`src/hw/dtec_pkg.sv`:
```
`default_nettype none
package dtec_pkg;
	// register indices; byte address is four times the index
	localparam logic [5:0] IDX_CNT0_DATA = 6'h0D;
	localparam logic [5:0] IDX_CNT0_CTRL = 6'h0E;
	localparam logic [5:0] IDX_CNT1_DATA = 6'h10;
	localparam logic [5:0] IDX_CNT1_CTRL = 6'h11;
	localparam logic [5:0] IDX_IRQ_CTRL = 6'h20;
	localparam logic [5:0] IDX_PORT_A = 6'h21;
	// control register field positions
	localparam int CTRL_EDGE_POS = 3;
	localparam int CTRL_RUN_POS = 4;
	localparam int CTRL_SRC_POS = 5;
	localparam int CTRL_MODE_POS = 6;
	// interrupt control and port A field positions
	localparam int IRQ_EN_POS = 0;
	localparam int IRQ_FLAG_POS = 2;
	localparam int PORT_A3_POS = 0;
	// operating modes
	localparam logic [1:0] MODE_EVENT = 2'h1;
	localparam logic [1:0] MODE_TIMER = 2'h2;
	localparam logic [1:0] MODE_PULSE = 2'h3;
	// reset values and limits
	localparam logic RST_EDGE = 1'h1;
	localparam logic RST_PORT_A3 = 1'h1;
	localparam logic [7:0] CNT_MAX = 8'hFF;
	localparam logic [1:0] PRESCALE_LAST = 2'h3;

	typedef struct packed {
		logic psel;
		logic penable;
		logic pwrite;
		logic [7:0] paddr;
		logic [31:0] pwdata;
	} dtec_apb_req_type;

	typedef struct packed {
		logic [31:0] prdata;
		logic pready;
		logic pslverr;
	} dtec_apb_rsp_type;

	typedef struct packed {
		logic active_edge_select;
		logic count_run_enable;
		logic clock_source_select;
		logic [1:0] op_mode;
		logic pulse_measuring;
		logic pin_prev;
		logic [7:0] preload;
		logic [7:0] count;
	} dtec_chan_type;

	typedef struct packed {
		dtec_apb_rsp_type rsp;
		dtec_chan_type [1:0] chan;
		logic [1:0] prescale;
		logic [1:0] irq_enable;
		logic [1:0] irq_flag;
		logic port_a_bit3;
		logic divider_toggle;
		logic divided_frequency_output;
		logic irq;
		logic wake;
	} dtec_state_type;
endpackage
`default_nettype wire

```
`src/hw/dtec_top.sv`:
```
// Overview of operation
// RL1 - edge bit: 0 rising, 1 falling
// RL2 - run bit 4 gates counting
// RL3 - counter0 bit5: rtc tick or system clock
// RL4 - counter1 bit5: option tick or clock/4
// RL5 - bits 7:6 pick event, timer, pulse mode
// RL6 - pulse mode overflow reloads and flags too
// RL7 - pulse mode clears run after one measurement
// RL8 - other modes never clear run themselves
// RL9 - any overflow wakes the part
// RL10 - one counter only feeds the divider pad
// RL11 - cleared enable blocks interrupt in every mode
// RL12 - port latch 0 enables pad, 1 holds low
// RL13 - stopped: preload write also loads counter
// RL14 - running: preload write waits for overflow
// RL15 - counter read blocks counter clock
// RL16 - software loads start value before run
// RL17 - software toggles run once before use
// RL18 - pad toggles each overflow
// RL19 - stopped pad: latch 1 drives low
// RL20 - software sets pad push-pull first
// RL21 - count to FFH, reload, set flag
// RL22 - pulse mode counts until pin returns
// RL23 - data write preloads, read gives count
// RL24 - counter0 clock divide fixed at build
// RL25 - event mode counts selected pin edges
// RL26 - control bits 2:0 read zero
//
// Implementation choices: the address map and the APB slave port.
`default_nettype none
module dtec_top #(
	parameter bit SYS_DIV4_0 = 1'b1,
	parameter bit DIV_SRC_SEL = 1'b0
) (
	// clock and reset
	input wire logic mclk_i,
	input wire logic rstn_i,
	// register bus
	input wire dtec_pkg::dtec_apb_req_type apb_req_i,
	output var dtec_pkg::dtec_apb_rsp_type apb_rsp_o,
	// clock sources and count pins
	input wire logic rtc_tick_i,
	input wire logic option_tick_i,
	input wire logic [1:0] timer_pin_i,
	// events and pad
	output logic irq_o,
	output logic wake_o,
	output logic divided_frequency_output_o
);
	import dtec_pkg::*;

	dtec_state_type r;
	dtec_state_type next_r;
	logic access;
	logic wr;
	logic [5:0] idx;
	logic prescale_tick;
	logic [1:0] itick;
	logic [1:0] act;
	logic [1:0] tick;
	logic [1:0] ovf;
	logic [1:0] blocked;
	logic [1:0] data_wr;
	logic [1:0] ctrl_wr;

	always_comb begin
		next_r = r;
		idx = apb_req_i.paddr[7:2];
		access = apb_req_i.psel & apb_req_i.penable;
		wr = access & r.rsp.pready & apb_req_i.pwrite;
		itick = 2'h0;
		act = 2'h0;
		tick = 2'h0;
		ovf = 2'h0;
		blocked = 2'h0;
		data_wr = 2'h0;
		ctrl_wr = 2'h0;
		// bus slave: one wait cycle, then pready for one cycle
		next_r.rsp.pready = access & ~r.rsp.pready;
		next_r.rsp.pslverr = 1'b0;
		if (access & ~r.rsp.pready) begin
			next_r.rsp.prdata = 32'h0;
			case (idx)
				IDX_CNT0_DATA, IDX_CNT1_DATA: begin
					next_r.rsp.prdata[7:0] = r.chan[idx == IDX_CNT1_DATA].count; // RL23
				end
				IDX_CNT0_CTRL, IDX_CNT1_CTRL: begin
					next_r.rsp.prdata[7:0] = {r.chan[idx == IDX_CNT1_CTRL].op_mode,
						r.chan[idx == IDX_CNT1_CTRL].clock_source_select,
						r.chan[idx == IDX_CNT1_CTRL].count_run_enable,
						r.chan[idx == IDX_CNT1_CTRL].active_edge_select,
						3'h0}; // RL26
				end
				IDX_IRQ_CTRL: begin
					next_r.rsp.prdata[3:0] = {r.irq_flag, r.irq_enable};
				end
				IDX_PORT_A: begin
					next_r.rsp.prdata[PORT_A3_POS] = r.port_a_bit3;
				end
				default: begin
					next_r.rsp.pslverr = 1'b1;
				end
			endcase
		end
		// shared divide-by-four prescaler
		next_r.prescale = 2'(r.prescale + 2'h1);
		prescale_tick = r.prescale == PRESCALE_LAST;
		itick[0] = r.chan[0].clock_source_select ?
			(SYS_DIV4_0 ? prescale_tick : 1'b1) : rtc_tick_i; // RL3 RL24
		itick[1] = r.chan[1].clock_source_select ?
			prescale_tick : option_tick_i; // RL4
		for (int i = 0; i < 2; i++) begin
			data_wr[i] = wr & (idx == (i == 0 ? IDX_CNT0_DATA : IDX_CNT1_DATA));
			ctrl_wr[i] = wr & (idx == (i == 0 ? IDX_CNT0_CTRL : IDX_CNT1_CTRL));
			blocked[i] = apb_req_i.psel & ~apb_req_i.pwrite &
				(idx == (i == 0 ? IDX_CNT0_DATA : IDX_CNT1_DATA)); // RL15
			next_r.chan[i].pin_prev = timer_pin_i[i];
			act[i] = (timer_pin_i[i] != r.chan[i].pin_prev) &
				(timer_pin_i[i] != r.chan[i].active_edge_select); // RL1
			case (r.chan[i].op_mode) // RL5
				MODE_EVENT: tick[i] = act[i]; // RL25
				MODE_TIMER: tick[i] = itick[i];
				MODE_PULSE: tick[i] = r.chan[i].pulse_measuring & itick[i]; // RL22
				default: tick[i] = 1'b0;
			endcase
			tick[i] = tick[i] & r.chan[i].count_run_enable & ~blocked[i]; // RL2
			if (tick[i]) begin
				ovf[i] = r.chan[i].count == CNT_MAX;
				next_r.chan[i].count = ovf[i] ? r.chan[i].preload :
					8'(r.chan[i].count + 8'h01); // RL21 RL6
			end
			if (r.chan[i].op_mode == MODE_PULSE && r.chan[i].count_run_enable) begin
				if (!r.chan[i].pulse_measuring && act[i]) begin
					next_r.chan[i].pulse_measuring = 1'b1; // RL22
				end
				if (r.chan[i].pulse_measuring &&
						timer_pin_i[i] == r.chan[i].active_edge_select) begin
					next_r.chan[i].pulse_measuring = 1'b0;
					next_r.chan[i].count_run_enable = 1'b0; // RL7
				end
			end
			if (ctrl_wr[i]) begin
				next_r.chan[i].active_edge_select = apb_req_i.pwdata[CTRL_EDGE_POS];
				next_r.chan[i].count_run_enable = apb_req_i.pwdata[CTRL_RUN_POS]; // RL8
				next_r.chan[i].clock_source_select = apb_req_i.pwdata[CTRL_SRC_POS];
				next_r.chan[i].op_mode = apb_req_i.pwdata[CTRL_MODE_POS +: 2];
				next_r.chan[i].pulse_measuring = 1'b0;
			end
			if (data_wr[i]) begin
				next_r.chan[i].preload = apb_req_i.pwdata[7:0]; // RL14 RL23
				if (!r.chan[i].count_run_enable) begin
					next_r.chan[i].count = apb_req_i.pwdata[7:0]; // RL13
				end
			end
		end
		// flags: hardware set wins over software write
		if (wr && idx == IDX_IRQ_CTRL) begin
			next_r.irq_enable = apb_req_i.pwdata[IRQ_EN_POS +: 2];
			next_r.irq_flag = apb_req_i.pwdata[IRQ_FLAG_POS +: 2];
		end
		next_r.irq_flag = next_r.irq_flag | ovf; // RL21
		if (wr && idx == IDX_PORT_A) begin
			next_r.port_a_bit3 = apb_req_i.pwdata[PORT_A3_POS];
		end
		next_r.irq = |(next_r.irq_flag & next_r.irq_enable); // RL11
		next_r.wake = |ovf; // RL9
		if (ovf[DIV_SRC_SEL]) begin
			next_r.divider_toggle = ~r.divider_toggle; // RL10 RL18
		end
		next_r.divided_frequency_output =
			~r.port_a_bit3 & r.divider_toggle; // RL12 RL19
	end

	always_ff @(posedge mclk_i) begin
		if (!rstn_i) begin
			r <= '0;
			r.chan[0].active_edge_select <= RST_EDGE;
			r.chan[1].active_edge_select <= RST_EDGE;
			r.port_a_bit3 <= RST_PORT_A3;
		end else begin
			r <= next_r;
		end
	end

	assign apb_rsp_o = r.rsp;
	assign irq_o = r.irq;
	assign wake_o = r.wake;
	assign divided_frequency_output_o = r.divided_frequency_output;
endmodule // dtec_top
`default_nettype wire

```
`config.mk`:
```
export PLATFORM = sky130hd
export DESIGN_NAME = dtec_top
export DESIGN_NICKNAME = d
export VERILOG_FILES = /design/src/hw/dtec_pkg.sv /design/src/hw/dtec_top.sv
export SDC_FILE = /design/constraint.sdc
export NUM_CORES = 1
export LEC_CHECK = 0
export BUFFER_PORTS_ARGS = -buffer_cell sky130_fd_sc_hd__buf_4
export CAP_MARGIN = 10
export CORE_MARGIN = 2
export CORE_UTILIZATION = 35
export DETAILED_ROUTE_END_ITERATION = 6
export PLACE_DENSITY = 0.55
export SLEW_MARGIN = 20
export SYNTH_ARGS = -nofsm -noshare
export SYNTH_HDL_FRONTEND = slang
export SYNTH_SLANG_ARGS = --single-unit
```
`constraint.sdc`:
```
create_clock -name mclk_i -period 2.6 [get_ports mclk_i]
set_input_delay 0.78 -clock mclk_i [delete_from_list [all_inputs] [get_ports mclk_i]]
set_output_delay 0.78 -clock mclk_i [all_outputs]
set_load 0.01 [all_outputs]
```
==> impl_metrics.sql <==
INSERT INTO impl_metrics (metric_group, metric, value, unit) VALUES
('finish', 'layout.cells.non_filler', '595', ''),
('logic_synthesis', 'synth.largest_area_cell', 'sky130_fd_sc_hd__dfxtp_1', ''),
('critical_path', 'r2r_start', 'r[34]', ''),
('cts', 'cts_max_level', '3', ''),
('drt', 'avgViaCountPerCell', '5.42', ''),
('logic_synthesis', 'yosysSeqAreaShare', '36.8', '%'),
('logic_synthesis', 'synth-seq-cells', '67', ''),
('logic_synthesis', 'area_share_of_the_largest_cell_type_after_synthesis', '36.8', '%'),
('logic_synthesis', 'synthesis_warnings', '0', ''),
('global_route', 'pin_count_of_the_biggest_net_entering_global_routing', '26', ''),
('cts', 'clock_latency', '340', 'ps'),
('timing', 'timing.final.setup_violations', '0', ''),
('global_route', 'grt_util_all_layers', '18.6', '%'),
('logic_synthesis', 'synth_ff_type', 'sky130_fd_sc_hd__dfxtp_1', ''),
('pwr', 'leakage', '1.47', 'nW'),
('timing', 'final-hold-violation-count', '0', ''),
('cts', 'cts_post_setup_buffers_inserted', '0', ''),
('critical_path', 'cp-end-kind', 'flip-flop', ''),
('critical_path', 'critical_path.max_fanout', '16', ''),
('timing', 'total_negative_setup_slack', '0', 'ps'),
('drt', 'detail_route.first_pass.iterations', '5', ''),
('logic_synthesis', 'post_synth_inst_count', '432', ''),
('finish', 'layout_cell_share_with_drive_strength_beyond_1', '17.0', '%'),
('critical_path', 'crit_arrival', '2270', 'ps'),
('critical_path', 'worstSetupStartpoint', 'apb_req_i[35]', ''),
('logic_synthesis', 'synthTopCellsByCount', '67 x sky130_fd_sc_hd__dfxtp_1, 43 x sky130_fd_sc_hd__nand2_1, 36 x sky130_fd_sc_hd__buf_4, 36 x sky130_fd_sc_hd__nand3_1, 30 x sky130_fd_sc_hd__a21oi_1', ''),
('floorplan', 'placementRows', '37', ''),
('cts', 'cts_buf_count', '9', ''),
('timing', 'relSlewSlack', '66.1', '%'),
('logic_synthesis', 'ys_async_sr_fraction', '0', '%'),
('floorplan', 'die_height', '106', 'um'),
('drt', 'drt_iter0_drc', '253', ''),
('drt', 'ant_nets', '0', ''),
('cts', 'post_cts_resized', '0', ''),
('logic_synthesis', 'mean_syn_cell_area', '8.43', 'um2'),
('floorplan', 'io_pins', '86', ''),
('place', 'io_buffers', '35', ''),
('cts', 'ctsLongestPathBuffers', '2', ''),
('place', 'routabilityCongestion', '0.847', ''),
('drt', 'post-route-drc-count', '0', ''),
('critical_path', 'criticalPathCategory', 'primary input to flip-flop', ''),
('logic_synthesis', 'post_synth_main_area_contributors', 'sky130_fd_sc_hd__dfxtp_1 37%, sky130_fd_sc_hd__buf_4 7.4%, sky130_fd_sc_hd__nand3_1 4.9%', ''),
('floorplan', 'effective_utilization_at_floorplan', '35.6', '%'),
('cts', 'clock_net_sink_count', '67', ''),
('logic_synthesis', 'synth.cell_area', '0.00364', 'mm2'),
('drt', 'routed_wl', '10200', 'um'),
('place', 'detailed_placement_wirelength_estimate', '7320', 'um'),
('logic_synthesis', 'synth_edf_count', '0', ''),
('timing', 'worst-slew-pin-transition', '508', 'ps'),
('logic_synthesis', 'synthXorXnorAreaFrac', '0.481', '%'),
('logic_synthesis', 'basic_gate_share_of_the_synthesized_area_counting_and_or_nand_and_nor_cells', '23.5', '%'),
('logic_synthesis', 'synth-adder-area-share', '1.03', '%'),
('floorplan', 'die-area', '0.0112', 'mm2'),
('cts', 'clk_transition_reported_paths', '80', 'ps'),
('timing', 'post-route-period-util', '78.6', '%'),
('min_path', 'hold_class', 'flip-flop to flip-flop', ''),
('global_route', 'overflow_left_after_global_routing', '0', ''),
('timing', 'number_of_max_slew_violations_in_the_final_report', '0', ''),
('critical_path', 'worstSetupStartpointType', 'primary input', ''),
('logic_synthesis', 'synth.most_common_cell', 'sky130_fd_sc_hd__dfxtp_1', ''),
('drt', 'routedWlPerCell', '17.1', 'um'),
('timing', 'clock-skew-final', '6.31', 'ps'),
('outcome', 'outcome', 'complete, no violations', ''),
('min_path', 'hold_start', 'r[9]', ''),
('logic_synthesis', 'synthMuxAreaShare', '4.74', '%'),
('floorplan', 'core_area', '0.0102', 'mm2'),
('cts', 'clock_tree_root_buffer_cell', 'sky130_fd_sc_hd__clkbuf_8', ''),
('global_route', 'first_global_vias', '3062', ''),
('logic_synthesis', 'synth_cell_type_count', '68', ''),
('finish', 'num_antenna_cells', '0', ''),
('pwr', 'ir_drop', '0.179', 'mV');
## worst max-delay path: stages
cell and delay [ps]:
sky130_fd_sc_hd__buf_4 120, sky130_fd_sc_hd__nor4_2 400, sky130_fd_sc_hd__and2_1 270, sky130_fd_sc_hd__a221oi_4 80
sky130_fd_sc_hd__buf_4 210, sky130_fd_sc_hd__o2bb2ai_1 150, sky130_fd_sc_hd__a22o_1 250
## path summary, 6_finish.rpt
path,to,slack [ps],cells after the start
setup / recovery,irq_o,560,7
hold / removal,r[9],420,1
setup reg to reg,r[37],600,6
hold reg to reg,r[9],420,1
## kinds of logic after synthesis
kind of cell             Yosys count
AO/OA/AOI/OAI                    114
XOR/XNOR                           2
adder cells (fa/ha/maj)            3
buffers and inverters             65
flip-flops                        67
multiplexers                      17
other                              1
AND/OR/NAND/NOR                  163
## placed cells by master (no fill, tap or decap), types with 4 or more instances in the layout
master | synthesis | routed
sky130_fd_sc_hd__o21ai_0 | 21 | 21
sky130_fd_sc_hd__a31oi_1 | 15 | 15
sky130_fd_sc_hd__inv_1 | 7 | 7
sky130_fd_sc_hd__nand4_1 | 6 | 6
sky130_fd_sc_hd__mux2i_1 | 15 | 15
sky130_fd_sc_hd__conb_1 | 1 | 24
sky130_fd_sc_hd__and2_1 | 11 | 11
sky130_fd_sc_hd__clkbuf_8 | 0 | 11
sky130_fd_sc_hd__a222oi_1 | 7 | 7
sky130_fd_sc_hd__and3_1 | 9 | 9
sky130_fd_sc_hd__nor3_1 | 5 | 5
sky130_fd_sc_hd__a22oi_1 | 4 | 4
sky130_fd_sc_hd__nand3_1 | 36 | 36
sky130_fd_sc_hd__and4_1 | 4 | 4
sky130_fd_sc_hd__buf_4 | 36 | 46
sky130_fd_sc_hd__nor2_1 | 23 | 23
sky130_fd_sc_hd__nand2_1 | 43 | 43
sky130_fd_sc_hd__dfxtp_1 | 67 | 67
sky130_fd_sc_hd__a211oi_1 | 4 | 4
sky130_fd_sc_hd__a21oi_1 | 30 | 30
## flip-flops by register name, summed over array words and instances, names as in the netlist
name	count
apb_rsp_o	10
divided_frequency_output_o	1
irq_o	1
r	54
wake_o	1
## cell type report
cell class,count,area (um2)
fillers,1081,6180
multi-input cells,323,1990
flip-flops and latches,67,1340
repair buffers,46,345
well taps,136,170
clock buffers,12,155
inverters,7,26.3
clock inverters,4,25.0
## layer usage
metal / up-vias / part of all wire, % / global-route usage [%]
met2: 113 / 46 / 29.8
met5: - / 0 / 0
met3: 21 / 5.9 / 2.51
li1: 1568 / - / -
met4: 0 / 2.6 / 7.99
met1: 1524 / 46 / 25.2
## metrics by stage
| stage | hold WS (ps) | util [%] | power (mW) | cell area [um2] | setup WS, ps |
|---|---|---|---|---|---|
| 4_1_cts | 426 | 39.6 | 2.02 | 4050 | 563 |
| 5_1_grt | 452 | 39.6 | 2.08 | 4050 | 416 |
| 2_1_floorplan | 399 | - | 1.17 | 3730 | 522 |
| 3_3_place_gp | 408 | 37.8 | 1.22 | 3870 | 201 |
| 6_report | 420 | 39.6 | 1.99 | 4050 | 556 |
| 3_5_place_dp | 416 | 37.8 | 1.22 | 3870 | 191 |
## where the power goes
part           switching, mW  internal [mW]  total (mW)
Clock                  0.403          0.395       0.799
Sequential           0.00662           1.04        1.05
Combinational         0.0922         0.0553       0.148
Total                  0.502           1.49        1.99
(Power assumes the default switching activity.)
